===== src/logic/pfe_pkg.sv =====
/*
 * Shared constants, types and decode helpers for the peripheral interrupt flag and enable bank.
 * Assumes a single 250 MHz clock, synchronous active-low reset and a 32-bit AXI4-Lite register bus.
 */
// Contract
// - Oscillator fail sets flags2 bit 7, software clears.
// - Comparator change sets flags2 bit 6, software clears.
// - Bus collision sets flags2 bit 3, software clears.
// - Low-voltage event sets flags2 bit 2, software clears.
// - Timer three overflow sets flags2 bit 1.
// - Display frame sets flags3 bit 6 in type-B non-static.
// - Flags3 bit 5 read-only, mirrors receive buffer full.
// - Flags3 bit 4 read-only, mirrors transmit buffer empty.
// - Charge time unit event sets flags3 bit 3.
// - Capture event sets capcmp flag bit 2 or 1.
// - Compare match sets capcmp flag, software clears.
// - Pulse-width mode never sets capcmp flags.
// - Calendar event sets flags3 bit 0, software clears.
// - Three enable registers gate flags bit by bit.
// - Without priority levels, global enable also required.
// - Enables1 bits 6,5,4,3,1,0; bits 7,2 read zero.
// - Enables2 bits 7,6,3,2,1; others read zero.
// - Enables3 bits 6..0 gate same flags3 positions.
// - Bit 7 of enables3 and flags3 reads zero.
// - Flags set regardless of any enable bit.
// - Priority-enable selects two levels or single level.
package pfe_pkg;

	localparam int unsigned ADDR_W = 8;
	localparam int unsigned DATA_W = 32;
	localparam int unsigned REG_W  = 8;

	// Register byte addresses.
	localparam logic [ADDR_W-1:0] OFS_FLAGS_2   = 8'h00;
	localparam logic [ADDR_W-1:0] OFS_FLAGS_3   = 8'h04;
	localparam logic [ADDR_W-1:0] OFS_ENABLES_1 = 8'h08;
	localparam logic [ADDR_W-1:0] OFS_ENABLES_2 = 8'h0C;
	localparam logic [ADDR_W-1:0] OFS_ENABLES_3 = 8'h10;
	localparam logic [ADDR_W-1:0] OFS_STATUS    = 8'h14;

	// Implemented-bit masks and reset values.
	localparam logic [REG_W-1:0] MASK_FLAGS_2    = 8'hCE;
	localparam logic [REG_W-1:0] MASK_FLAGS_3    = 8'h7F;
	localparam logic [REG_W-1:0] MASK_FLAGS_3_SW = 8'h4F;
	localparam logic [REG_W-1:0] MASK_ENABLES_1  = 8'h7B;
	localparam logic [REG_W-1:0] MASK_ENABLES_2  = 8'hCE;
	localparam logic [REG_W-1:0] MASK_ENABLES_3  = 8'h7F;
	localparam logic [REG_W-1:0] RESET_VALUE     = 8'h00;

	// Flag bit positions.
	localparam int unsigned BIT_OSC_FAIL      = 7;
	localparam int unsigned BIT_COMPARATOR    = 6;
	localparam int unsigned BIT_BUS_COLLISION = 3;
	localparam int unsigned BIT_LOW_VOLTAGE   = 2;
	localparam int unsigned BIT_TIMER3        = 1;
	localparam int unsigned BIT_DISPLAY       = 6;
	localparam int unsigned BIT_SERIAL2_RX    = 5;
	localparam int unsigned BIT_SERIAL2_TX    = 4;
	localparam int unsigned BIT_CHARGE_TIME   = 3;
	localparam int unsigned BIT_CAPCMP2       = 2;
	localparam int unsigned BIT_CAPCMP1       = 1;
	localparam int unsigned BIT_CALENDAR      = 0;

	// Status register bit positions.
	localparam int unsigned BIT_ST_REQUEST  = 0;
	localparam int unsigned BIT_ST_GLOBAL   = 1;
	localparam int unsigned BIT_ST_PRIORITY = 2;

	localparam logic [1:0] RESP_OKAY   = 2'h0;
	localparam logic [1:0] RESP_SLVERR = 2'h2;

	typedef enum logic [2:0] {
		PFE_SEL_FLAGS_2   = 3'b000,
		PFE_SEL_FLAGS_3   = 3'b001,
		PFE_SEL_ENABLES_1 = 3'b010,
		PFE_SEL_ENABLES_2 = 3'b011,
		PFE_SEL_ENABLES_3 = 3'b100,
		PFE_SEL_STATUS    = 3'b101,
		PFE_SEL_NONE      = 3'b111
	} pfe_sel_t;

	typedef enum logic [1:0] {
		PFE_CC_OFF     = 2'b00,
		PFE_CC_CAPTURE = 2'b01,
		PFE_CC_COMPARE = 2'b10,
		PFE_CC_PWM     = 2'b11
	} pfe_capcmp_mode_t;

	// One-cycle event pulses from the peripherals.
	typedef struct packed {
		logic osc_fail;
		logic comparator;
		logic bus_collision;
		logic low_voltage;
		logic timer3_overflow;
		logic display_frame;
		logic charge_time;
		logic capcmp2;
		logic capcmp1;
		logic calendar;
	} pfe_events_t;

	// A register write handed from the bus slave to the bank.
	typedef struct packed {
		logic [ADDR_W-1:0] addr;
		logic [DATA_W-1:0] data;
		logic [3:0]        strb;
	} pfe_wr_t;

	function automatic pfe_sel_t pfe_decode(input logic [ADDR_W-1:0] addr);
		case (addr)
			OFS_FLAGS_2:   pfe_decode = PFE_SEL_FLAGS_2;
			OFS_FLAGS_3:   pfe_decode = PFE_SEL_FLAGS_3;
			OFS_ENABLES_1: pfe_decode = PFE_SEL_ENABLES_1;
			OFS_ENABLES_2: pfe_decode = PFE_SEL_ENABLES_2;
			OFS_ENABLES_3: pfe_decode = PFE_SEL_ENABLES_3;
			OFS_STATUS:    pfe_decode = PFE_SEL_STATUS;
			default:       pfe_decode = PFE_SEL_NONE;
		endcase
	endfunction : pfe_decode

endpackage : pfe_pkg


===== src/logic/pfe_axil_slave.sv =====
/*
 * AXI4-Lite slave front end: takes write address and data in either order, one read and one write at a time.
 * Assumes the bank decodes addresses combinationally and answers rd_data and error flags in the same cycle.
 */
`timescale 1ns/1ps
module pfe_axil_slave (
	// Clock and reset
	input  wire logic                          aclk,
	input  wire logic                          aresetn,
	// Write channels
	input  wire logic [pfe_pkg::ADDR_W-1:0]    s_axi_awaddr,
	input  wire logic                          s_axi_awvalid,
	output logic                               s_axi_awready,
	input  wire logic [pfe_pkg::DATA_W-1:0]    s_axi_wdata,
	input  wire logic [3:0]                    s_axi_wstrb,
	input  wire logic                          s_axi_wvalid,
	output logic                               s_axi_wready,
	output logic [1:0]                         s_axi_bresp,
	output logic                               s_axi_bvalid,
	input  wire logic                          s_axi_bready,
	// Read channels
	input  wire logic [pfe_pkg::ADDR_W-1:0]    s_axi_araddr,
	input  wire logic                          s_axi_arvalid,
	output logic                               s_axi_arready,
	output logic [pfe_pkg::DATA_W-1:0]         s_axi_rdata,
	output logic [1:0]                         s_axi_rresp,
	output logic                               s_axi_rvalid,
	input  wire logic                          s_axi_rready,
	// Bank side
	output logic                               wr_en,
	output pfe_pkg::pfe_wr_t                   wr,
	input  wire logic                          wr_err,
	output logic [pfe_pkg::ADDR_W-1:0]         rd_addr,
	input  wire logic [pfe_pkg::DATA_W-1:0]    rd_data,
	input  wire logic                          rd_err
);

	logic                        aw_held;
	logic                        w_held;
	logic                        rd_pend;
	logic [pfe_pkg::ADDR_W-1:0]  wr_addr;
	logic [pfe_pkg::DATA_W-1:0]  wr_data;
	logic [3:0]                  wr_strb;

	// The two halves are captured by separate processes, so the struct is assembled here with one driver.
	assign wr = '{addr: wr_addr, data: wr_data, strb: wr_strb};

	// The write commits once both halves are held; ready stays low until the response is taken.
	assign wr_en = aw_held && w_held && !s_axi_bvalid;

	always_ff @(posedge aclk) begin
		if (!aresetn) begin
			aw_held       <= 1'b0;
			s_axi_awready <= 1'b1;
			wr_addr       <= '0;
		end else if (s_axi_awvalid && s_axi_awready) begin
			aw_held       <= 1'b1;
			s_axi_awready <= 1'b0;
			wr_addr       <= s_axi_awaddr;
		end else if (wr_en) begin
			aw_held       <= 1'b0;
		end else if (s_axi_bvalid && s_axi_bready) begin
			s_axi_awready <= 1'b1;
		end
	end

	always_ff @(posedge aclk) begin
		if (!aresetn) begin
			w_held       <= 1'b0;
			s_axi_wready <= 1'b1;
			wr_data      <= '0;
			wr_strb      <= '0;
		end else if (s_axi_wvalid && s_axi_wready) begin
			w_held       <= 1'b1;
			s_axi_wready <= 1'b0;
			wr_data      <= s_axi_wdata;
			wr_strb      <= s_axi_wstrb;
		end else if (wr_en) begin
			w_held       <= 1'b0;
		end else if (s_axi_bvalid && s_axi_bready) begin
			s_axi_wready <= 1'b1;
		end
	end

	always_ff @(posedge aclk) begin
		if (!aresetn) begin
			s_axi_bvalid <= 1'b0;
			s_axi_bresp  <= pfe_pkg::RESP_OKAY;
		end else if (wr_en) begin
			s_axi_bvalid <= 1'b1;
			s_axi_bresp  <= wr_err ? pfe_pkg::RESP_SLVERR : pfe_pkg::RESP_OKAY;
		end else if (s_axi_bready) begin
			s_axi_bvalid <= 1'b0;
		end
	end

	always_ff @(posedge aclk) begin
		if (!aresetn) begin
			rd_pend       <= 1'b0;
			s_axi_arready <= 1'b1;
			rd_addr       <= '0;
			s_axi_rvalid  <= 1'b0;
			s_axi_rdata   <= '0;
			s_axi_rresp   <= pfe_pkg::RESP_OKAY;
		end else begin
			if (s_axi_arvalid && s_axi_arready) begin
				rd_pend       <= 1'b1;
				s_axi_arready <= 1'b0;
				rd_addr       <= s_axi_araddr;
			end else if (rd_pend) begin
				rd_pend      <= 1'b0;
				s_axi_rvalid <= 1'b1;
				s_axi_rdata  <= rd_data;
				s_axi_rresp  <= rd_err ? pfe_pkg::RESP_SLVERR : pfe_pkg::RESP_OKAY;
			end else if (s_axi_rvalid && s_axi_rready) begin
				s_axi_rvalid  <= 1'b0;
				s_axi_arready <= 1'b1;
			end
		end
	end

endmodule : pfe_axil_slave


===== src/logic/pfe_bank.sv =====
/*
 * Peripheral interrupt flag registers 2 and 3 and enable registers 1 to 3, with the peripheral request output.
 * Assumes event pulses and buffer levels come from logic on aclk, and that flag register 1, the global
 * peripheral enable and the priority-enable bit are held elsewhere in the controller.
 */
`timescale 1ns/1ps
module pfe_bank (
	// Clock and reset
	input  wire logic                          aclk,
	input  wire logic                          aresetn,
	// AXI4-Lite write address
	input  wire logic [pfe_pkg::ADDR_W-1:0]    s_axi_awaddr,
	input  wire logic                          s_axi_awvalid,
	output logic                               s_axi_awready,
	// AXI4-Lite write data
	input  wire logic [pfe_pkg::DATA_W-1:0]    s_axi_wdata,
	input  wire logic [3:0]                    s_axi_wstrb,
	input  wire logic                          s_axi_wvalid,
	output logic                               s_axi_wready,
	// AXI4-Lite write response
	output logic [1:0]                         s_axi_bresp,
	output logic                               s_axi_bvalid,
	input  wire logic                          s_axi_bready,
	// AXI4-Lite read address
	input  wire logic [pfe_pkg::ADDR_W-1:0]    s_axi_araddr,
	input  wire logic                          s_axi_arvalid,
	output logic                               s_axi_arready,
	// AXI4-Lite read data
	output logic [pfe_pkg::DATA_W-1:0]         s_axi_rdata,
	output logic [1:0]                         s_axi_rresp,
	output logic                               s_axi_rvalid,
	input  wire logic                          s_axi_rready,
	// Peripheral events and levels
	input  pfe_pkg::pfe_events_t               events,
	input  wire logic                          serial2_rx_full,
	input  wire logic                          serial2_tx_empty,
	// Peripheral modes
	input  pfe_pkg::pfe_capcmp_mode_t          capcmp1_mode,
	input  pfe_pkg::pfe_capcmp_mode_t          capcmp2_mode,
	input  wire logic                          display_type_b,
	input  wire logic                          display_nonstatic,
	// Rest of the interrupt controller
	input  wire logic [pfe_pkg::REG_W-1:0]     periph_flags_1,
	input  wire logic                          peripheral_global_enable,
	input  wire logic                          priority_levels_enable,
	// Requests toward the core
	output logic [pfe_pkg::REG_W-1:0]          active_1,
	output logic [pfe_pkg::REG_W-1:0]          active_2,
	output logic [pfe_pkg::REG_W-1:0]          active_3,
	output logic                               periph_request
);

	logic                              wr_en;
	pfe_pkg::pfe_wr_t                  wr;
	logic                              wr_err;
	logic [pfe_pkg::ADDR_W-1:0]        rd_addr;
	logic [pfe_pkg::DATA_W-1:0]        rd_data;
	logic                              rd_err;

	logic [pfe_pkg::REG_W-1:0]         periph_flags_2;
	logic [pfe_pkg::REG_W-1:0]         periph_flags_3;
	logic [pfe_pkg::REG_W-1:0]         periph_enables_1;
	logic [pfe_pkg::REG_W-1:0]         periph_enables_2;
	logic [pfe_pkg::REG_W-1:0]         periph_enables_3;

	logic [pfe_pkg::REG_W-1:0]         set_2;
	logic [pfe_pkg::REG_W-1:0]         set_3;
	logic [pfe_pkg::REG_W-1:0]         next_periph_flags_2;
	logic [pfe_pkg::REG_W-1:0]         next_periph_flags_3;
	logic [pfe_pkg::REG_W-1:0]         wr_byte;
	logic                              wr_lane0;
	pfe_pkg::pfe_sel_t                 wr_sel;
	pfe_pkg::pfe_sel_t                 rd_sel;
	logic                              display_valid;
	logic                              capcmp1_counts;
	logic                              capcmp2_counts;
	logic [pfe_pkg::REG_W-1:0]         next_active_1;
	logic [pfe_pkg::REG_W-1:0]         next_active_2;
	logic [pfe_pkg::REG_W-1:0]         next_active_3;
	logic                              any_active;
	logic                              next_periph_request;
	logic [pfe_pkg::REG_W-1:0]         status;

	pfe_axil_slave u_slave (
		.aclk          (aclk),
		.aresetn       (aresetn),
		.s_axi_awaddr  (s_axi_awaddr),
		.s_axi_awvalid (s_axi_awvalid),
		.s_axi_awready (s_axi_awready),
		.s_axi_wdata   (s_axi_wdata),
		.s_axi_wstrb   (s_axi_wstrb),
		.s_axi_wvalid  (s_axi_wvalid),
		.s_axi_wready  (s_axi_wready),
		.s_axi_bresp   (s_axi_bresp),
		.s_axi_bvalid  (s_axi_bvalid),
		.s_axi_bready  (s_axi_bready),
		.s_axi_araddr  (s_axi_araddr),
		.s_axi_arvalid (s_axi_arvalid),
		.s_axi_arready (s_axi_arready),
		.s_axi_rdata   (s_axi_rdata),
		.s_axi_rresp   (s_axi_rresp),
		.s_axi_rvalid  (s_axi_rvalid),
		.s_axi_rready  (s_axi_rready),
		.wr_en         (wr_en),
		.wr            (wr),
		.wr_err        (wr_err),
		.rd_addr       (rd_addr),
		.rd_data       (rd_data),
		.rd_err        (rd_err)
	);

	// Write decode. Every register is eight bits wide, so only byte lane zero carries data.
	assign wr_sel   = pfe_pkg::pfe_decode(wr.addr);
	assign wr_err   = (wr_sel == pfe_pkg::PFE_SEL_NONE);
	assign wr_byte  = wr.data[pfe_pkg::REG_W-1:0];
	assign wr_lane0 = wr_en && wr.strb[0];

	// Event qualification by peripheral mode.
	assign display_valid  = display_type_b && display_nonstatic;
	assign capcmp1_counts = (capcmp1_mode == pfe_pkg::PFE_CC_CAPTURE)
		|| (capcmp1_mode == pfe_pkg::PFE_CC_COMPARE);
	assign capcmp2_counts = (capcmp2_mode == pfe_pkg::PFE_CC_CAPTURE)
		|| (capcmp2_mode == pfe_pkg::PFE_CC_COMPARE);

	// Hardware set terms for flag register 2. No enable bit takes part here.
	always_comb begin
		set_2                                  = '0;
		set_2[pfe_pkg::BIT_OSC_FAIL]           = events.osc_fail;
		set_2[pfe_pkg::BIT_COMPARATOR]         = events.comparator;
		set_2[pfe_pkg::BIT_BUS_COLLISION]      = events.bus_collision;
		set_2[pfe_pkg::BIT_LOW_VOLTAGE]        = events.low_voltage;
		set_2[pfe_pkg::BIT_TIMER3]             = events.timer3_overflow;
	end

	// Hardware set terms for the software-cleared bits of flag register 3.
	always_comb begin
		set_3                                  = '0;
		set_3[pfe_pkg::BIT_DISPLAY]            = events.display_frame && display_valid;
		set_3[pfe_pkg::BIT_CHARGE_TIME]        = events.charge_time;
		set_3[pfe_pkg::BIT_CAPCMP2]            = events.capcmp2 && capcmp2_counts;
		set_3[pfe_pkg::BIT_CAPCMP1]            = events.capcmp1 && capcmp1_counts;
		set_3[pfe_pkg::BIT_CALENDAR]           = events.calendar;
	end

	// A hardware set in the same cycle as a software write of zero wins, so no event is lost.
	always_comb begin
		next_periph_flags_2 = periph_flags_2 | set_2;
		if (wr_lane0 && (wr_sel == pfe_pkg::PFE_SEL_FLAGS_2)) begin
			next_periph_flags_2 = wr_byte | set_2;
		end
		next_periph_flags_2 = next_periph_flags_2 & pfe_pkg::MASK_FLAGS_2;
	end

	// The two serial buffer bits are plain mirrors; the buffer itself clears its level on access.
	always_comb begin
		next_periph_flags_3 = periph_flags_3 | set_3;
		if (wr_lane0 && (wr_sel == pfe_pkg::PFE_SEL_FLAGS_3)) begin
			next_periph_flags_3 = wr_byte | set_3;
		end
		next_periph_flags_3                          = next_periph_flags_3 & pfe_pkg::MASK_FLAGS_3_SW;
		next_periph_flags_3[pfe_pkg::BIT_SERIAL2_RX] = serial2_rx_full;
		next_periph_flags_3[pfe_pkg::BIT_SERIAL2_TX] = serial2_tx_empty;
	end

	always_ff @(posedge aclk) begin
		if (!aresetn) begin
			periph_flags_2 <= pfe_pkg::RESET_VALUE;
		end else begin
			periph_flags_2 <= next_periph_flags_2;
		end
	end

	always_ff @(posedge aclk) begin
		if (!aresetn) begin
			periph_flags_3 <= pfe_pkg::RESET_VALUE;
		end else begin
			periph_flags_3 <= next_periph_flags_3;
		end
	end

	// Enable registers; unimplemented bits are masked off so they always read zero.
	always_ff @(posedge aclk) begin
		if (!aresetn) begin
			periph_enables_1 <= pfe_pkg::RESET_VALUE;
		end else if (wr_lane0 && (wr_sel == pfe_pkg::PFE_SEL_ENABLES_1)) begin
			periph_enables_1 <= wr_byte & pfe_pkg::MASK_ENABLES_1;
		end
	end

	always_ff @(posedge aclk) begin
		if (!aresetn) begin
			periph_enables_2 <= pfe_pkg::RESET_VALUE;
		end else if (wr_lane0 && (wr_sel == pfe_pkg::PFE_SEL_ENABLES_2)) begin
			periph_enables_2 <= wr_byte & pfe_pkg::MASK_ENABLES_2;
		end
	end

	always_ff @(posedge aclk) begin
		if (!aresetn) begin
			periph_enables_3 <= pfe_pkg::RESET_VALUE;
		end else if (wr_lane0 && (wr_sel == pfe_pkg::PFE_SEL_ENABLES_3)) begin
			periph_enables_3 <= wr_byte & pfe_pkg::MASK_ENABLES_3;
		end
	end

	// Per-bit gating of each flag by its enable, for all three flag registers.
	// The display enable only has effect while its flag can be set, so it needs no extra term.
	genvar g;
	generate
		for (g = 0; g < pfe_pkg::REG_W; g++) begin : g_gate
			assign next_active_1[g] = periph_flags_1[g] && periph_enables_1[g];
			assign next_active_2[g] = periph_flags_2[g] && periph_enables_2[g];
			assign next_active_3[g] = periph_flags_3[g] && periph_enables_3[g];
		end
	endgenerate

	assign any_active = |{next_active_1, next_active_2, next_active_3};

	// In single-level mode the global peripheral enable must also be set; with two levels the
	// priority logic downstream does its own gating, so the raw combination passes through.
	assign next_periph_request = any_active
		&& (priority_levels_enable || peripheral_global_enable);

	// Outputs are registered, which costs one cycle of request latency but keeps them glitch free.
	always_ff @(posedge aclk) begin
		if (!aresetn) begin
			active_1       <= pfe_pkg::RESET_VALUE;
			active_2       <= pfe_pkg::RESET_VALUE;
			active_3       <= pfe_pkg::RESET_VALUE;
			periph_request <= 1'b0;
		end else begin
			active_1       <= next_active_1;
			active_2       <= next_active_2;
			active_3       <= next_active_3;
			periph_request <= next_periph_request;
		end
	end

	// Read-only status view of the request path and its mode inputs.
	always_comb begin
		status                           = '0;
		status[pfe_pkg::BIT_ST_REQUEST]  = periph_request;
		status[pfe_pkg::BIT_ST_GLOBAL]   = peripheral_global_enable;
		status[pfe_pkg::BIT_ST_PRIORITY] = priority_levels_enable;
	end

	// Read mux; unmapped addresses return zero with an error response.
	assign rd_sel = pfe_pkg::pfe_decode(rd_addr);

	always_comb begin
		rd_data = '0;
		rd_err  = 1'b0;
		case (rd_sel)
			pfe_pkg::PFE_SEL_FLAGS_2:   rd_data[pfe_pkg::REG_W-1:0] = periph_flags_2;
			pfe_pkg::PFE_SEL_FLAGS_3:   rd_data[pfe_pkg::REG_W-1:0] = periph_flags_3;
			pfe_pkg::PFE_SEL_ENABLES_1: rd_data[pfe_pkg::REG_W-1:0] = periph_enables_1;
			pfe_pkg::PFE_SEL_ENABLES_2: rd_data[pfe_pkg::REG_W-1:0] = periph_enables_2;
			pfe_pkg::PFE_SEL_ENABLES_3: rd_data[pfe_pkg::REG_W-1:0] = periph_enables_3;
			pfe_pkg::PFE_SEL_STATUS:    rd_data[pfe_pkg::REG_W-1:0] = status;
			default:                    rd_err = 1'b1;
		endcase
	end

endmodule : pfe_bank


===== config.mk =====
export PLATFORM = sky130hd
export DESIGN_NAME = pfe_bank
export DESIGN_NICKNAME = d
export VERILOG_FILES = /design/src/logic/pfe_pkg.sv /design/src/logic/pfe_axil_slave.sv /design/src/logic/pfe_bank.sv
export SDC_FILE = /design/constraint.sdc
export NUM_CORES = 1
export LEC_CHECK = 0
export ABC_AREA = 1
export ABC_CLOCK_PERIOD_IN_PS = 1900
export BUFFER_PORTS_ARGS = -buffer_cell sky130_fd_sc_hd__buf_2
export CORE_MARGIN = 10
export CORE_UTILIZATION = 49
export DETAILED_ROUTE_END_ITERATION = 10
export GPL_ROUTABILITY_DRIVEN = 0
export PLACE_DENSITY = 0.76
export SLEW_MARGIN = 20
export SYNTH_ARGS = -nofsm -noshare
export SYNTH_HDL_FRONTEND = slang
export SYNTH_SLANG_ARGS = --single-unit

===== constraint.sdc =====
create_clock -name aclk -period 1.9 [get_ports aclk]
set_input_delay 0.095 -clock aclk [delete_from_list [all_inputs] [get_ports aclk]]
set_output_delay 0.095 -clock aclk [all_outputs]
set_load 0.005 [all_outputs]

==> flow_metrics.tcl <==
set metrics [dict create \
    area_growth_syn_to_layout_pct 25.15 \
    yosysSeqAreaShare 0.4593 \
    cp-end-kind "flip-flop" \
    pin_count 153 \
    initial_core_util 0.5110 \
    highest_layer "met4" \
    synth.distinct_cells 34 \
    layout-drive-gt1-share 0.2237 \
    fp-row-count 32 \
    synth-edff-count 0 \
    wire_per_inst_microns 13.51 \
    critPathCapture "u_slave.s_axi_rdata[3]" \
    grt_setup_unrepaired "true" \
    num_vias 3776 \
    r2r_cells 14 \
    worstPathArrival_ps 2070 \
    synth_flop_cell "dfxtp_1" \
    r2r-start "u_slave.rd_addr[5]" \
    critPathMaxFanout 4 \
    setup_slack_ps 129.1 \
    placed_cell_area_sq_mm 0.004456 \
    synth_most_common_cell "nor2_1" \
    design_area_sq_mm 0.005019 \
    rr_endpoint "u_slave.s_axi_rdata[3]" \
    clk_pin_slew_worst_paths_ps 90 \
    die_area_sq_mm 0.01220 \
    tightest_slew_ps 519.2 \
    nets 759 \
    core_area_sq_mm 0.007848 \
    clock_latency_ps 350 \
    grt_overflow_total 0 \
    dr.pass1.iters 5 \
    yosysTopAreaCell "dfxtp_1" \
    p_int_mw 3.121 \
    finalCritPeriodShare 0.9320 \
    fmax_ghz 0.5647 \
    cp-start-kind "flip-flop" \
    numCtsBuffers 9 \
    p_leak_nw 2.371 \
    numClockSinks 92 \
    grt_first_pass_wirelength_microns 17060 \
    preCtsSetupSlack_ps 38.53 \
    hold_viol_final 0 \
    finalWirelength_microns 10510 \
    ys_seq_elements 92 \
    cp_slowest_cell "dfxtp_2" \
    wl_met3_microns 824 \
    drcViolationCount 0 \
    fin_cells 778 \
    cts_tree "done" \
    met1_length_microns 4467 \
    slew_headroom 0.6530 \
    clkPwrFrac 0.378 \
    route.met2.wl_microns 4995 \
    synth.area.top_cells "dfxtp_1 46%, nor2_1 9.9%, nand2_1 9.5%" \
    die_w_microns 110.5 \
    slowest_delay_ps 340 \
    ys_warn_count 0 \
    maxCapViolCount 0 \
    power_density_mw_per_mm2 843.0 \
    avgSynthCellArea_sq_um 7.331 \
    cts_max_level 3 \
    post-layout-total-power_mw 4.231 \
    yosys-top-cells-count "106 x nor2_1, 102 x nand2_1, 92 x dfxtp_1, 48 x inv_1, 45 x o21ai_0" \
    io_buffers 91 \
    antenna_found_initial 1 \
    syn_inst 547 \
    synth-async-reset-ratio 0 \
    syn-cell-area_sq_mm 0.004010 \
    r2r_setup_slack_ps 130 \
    crit_start "u_slave.rd_addr[5]" \
    place_inst 732 \
    drt.antenna.violating_nets 0 \
    fillers 709 \
    first_iter_violations 256 \
    whs_ps 7.538 \
    path_cells "inv_2, nand2_1, nor2_1, nand3_1, ha_2, inv_1, nor2_1, nor2_2, nand2_2, nor2_1, nor2_1, nand3_1, nand2_1, a21oi_2" \
    hp-start "s_axi_wdata[4]" \
    clockBufferDepth 2 \
    p_switching_mw 1.109 \
    viasPerCell 4.853 \
    ir_drop_v 0.0005018 \
    switching_share 0.2622 \
    hp-class "input port to flip-flop" \
    fin_skew_ps 9.094 \
    die_y_microns 110.5 \
    crit_top_cell "nor2_1" \
    slew_violations 0 \
    sequentialPowerShare 0.491 \
    dp_hpwl_microns 7822 \
    pwr-share-comb 0.131 \
    setup-violations-final 0 \
    post-route-util 0.6395 \
    outcome "completed" \
    grt_max_degree 47 \
    grt_usage 0.1617 \
    grt_pass1_vias 3660 \
    critPathKind "flip-flop to flip-flop" \
    yosysTopAreaCellShare 0.4593 \
    clock-root-buffer "clkbuf_8" \
    min_period_ps 1771 \
    crit_required_ps 2200 \
    tns_ps 0 \
]
-- cell type report --
| class | count | area [sq um] | area share |
|---|---|---|---|
| flip-flops and latches | 92 | 1846 | 0.3677 |
| clock inverters | 7 | 121.4 | 0.02418 |
| repair buffers | 127 | 793.3 | 0.1581 |
| well taps | 102 | 127.6 | 0.02543 |
| clock buffers | 9 | 123.9 | 0.02468 |
| inverters | 52 | 195.2 | 0.03889 |
| diodes | 1 | 2.502 | 0.0004986 |
| multi-input cells | 388 | 1809 | 0.3605 |
-- how the worst min path moves through the flow --
stage	to	slack (ps)	cells after the start
5_1_grt	periph_flags_2[1]	4	3
3_5_place_dp	periph_flags_3[4]	280	3
4_1_cts	u_slave.rd_addr[6]	4	3
6_report	u_slave.wr_data[4]	8	3
2_1_floorplan	periph_flags_3[4]	190	2
3_3_place_gp	periph_flags_3[4]	280	3
-- critical path, delay by kind of cell (launching register included) --
family          cells  cell delay (ps)
fa+ha+maj           1              220
flops               1              340
buf+inv             2              160
compound gates      1              120
simple gates       10              880
-- power by group through the flow --
stage / Clock, mW / Combinational (mW) / Sequential, mW
CTS: 1.61 / 0.539 / 2.07
global route: 1.69 / 0.623 / 2.09
floorplan: 0 / 0.386 / 2.10
global placement: 0 / 0.468 / 2.12
finish: 1.60 / 0.553 / 2.08
detailed placement: 0 / 0.484 / 2.12
-- registers in the layout (all words and copies together), names as in the netlist, 7 cells and up --
signal and cells:
active_3 7, periph_enables_3 7, periph_flags_3 7, u_slave.rd_addr 8
u_slave.s_axi_rdata 8, u_slave.wr_addr 8, u_slave.wr_data 8
-- cells by family (layout without fill, tap and decap cells) --
group                      Yosys count  after routing  share of synthesized area
buffers and inverters               98            195                     0.1251
AOI/OAI and AO/OA                   98             98                     0.1335
DFF                                 92             92                     0.4593
other                                1             33                  0.0009351
and+or+nand+nor                    256            256                     0.2749
adders and majority gates            2              2                   0.006239
-- layout by cell type (no fill, tap or decap), types with 2 or more instances in the layout --
| cell type | Yosys | final |
|---|---|---|
| nor2_1 | 106 | 105 |
| inv_2 | 4 | 5 |
| a31oi_1 | 4 | 4 |
| nand2_1 | 102 | 101 |
| dlygate4sd3_1 | 0 | 27 |
| dfxtp_2 | 0 | 3 |
| a21oi_2 | 2 | 3 |
| nand4_1 | 8 | 8 |
| buf_4 | 32 | 9 |
| a211oi_1 | 2 | 2 |
| nor2_2 | 7 | 6 |
| nand2_2 | 1 | 2 |
| buf_2 | 1 | 91 |
| dfxtp_1 | 92 | 89 |
| clkbuf_8 | 0 | 9 |
| conb_1 | 1 | 32 |
| or2_2 | 2 | 2 |
| nand4_2 | 2 | 2 |
| nor3_1 | 2 | 2 |
| bufinv_16 | 0 | 3 |
| a21oi_1 | 42 | 41 |
| nand3_2 | 2 | 3 |
| o21ai_0 | 45 | 45 |
| inv_6 | 0 | 3 |
| nor2_4 | 2 | 4 |
| nand3_1 | 18 | 17 |
| inv_1 | 48 | 47 |
-- routing by layer --
metal	GRT usage	vias to the layer above
met5	0	-
met2	0.2700	141
met3	0.04538	22
li1	-	1928
met1	0.1914	1685
met4	0.06304	0
-- repair_timing --
item / CTS / global route
hold buffers: 27 / 0
setup buffers: 1 / 1
setup endpoints to repair: 1 / 11
pin swaps: 1 / 2
hold endpoints to repair: 27 / 0
gates resized for setup: 0 / 11
Note: power is estimated with default switching activity, not from simulation.
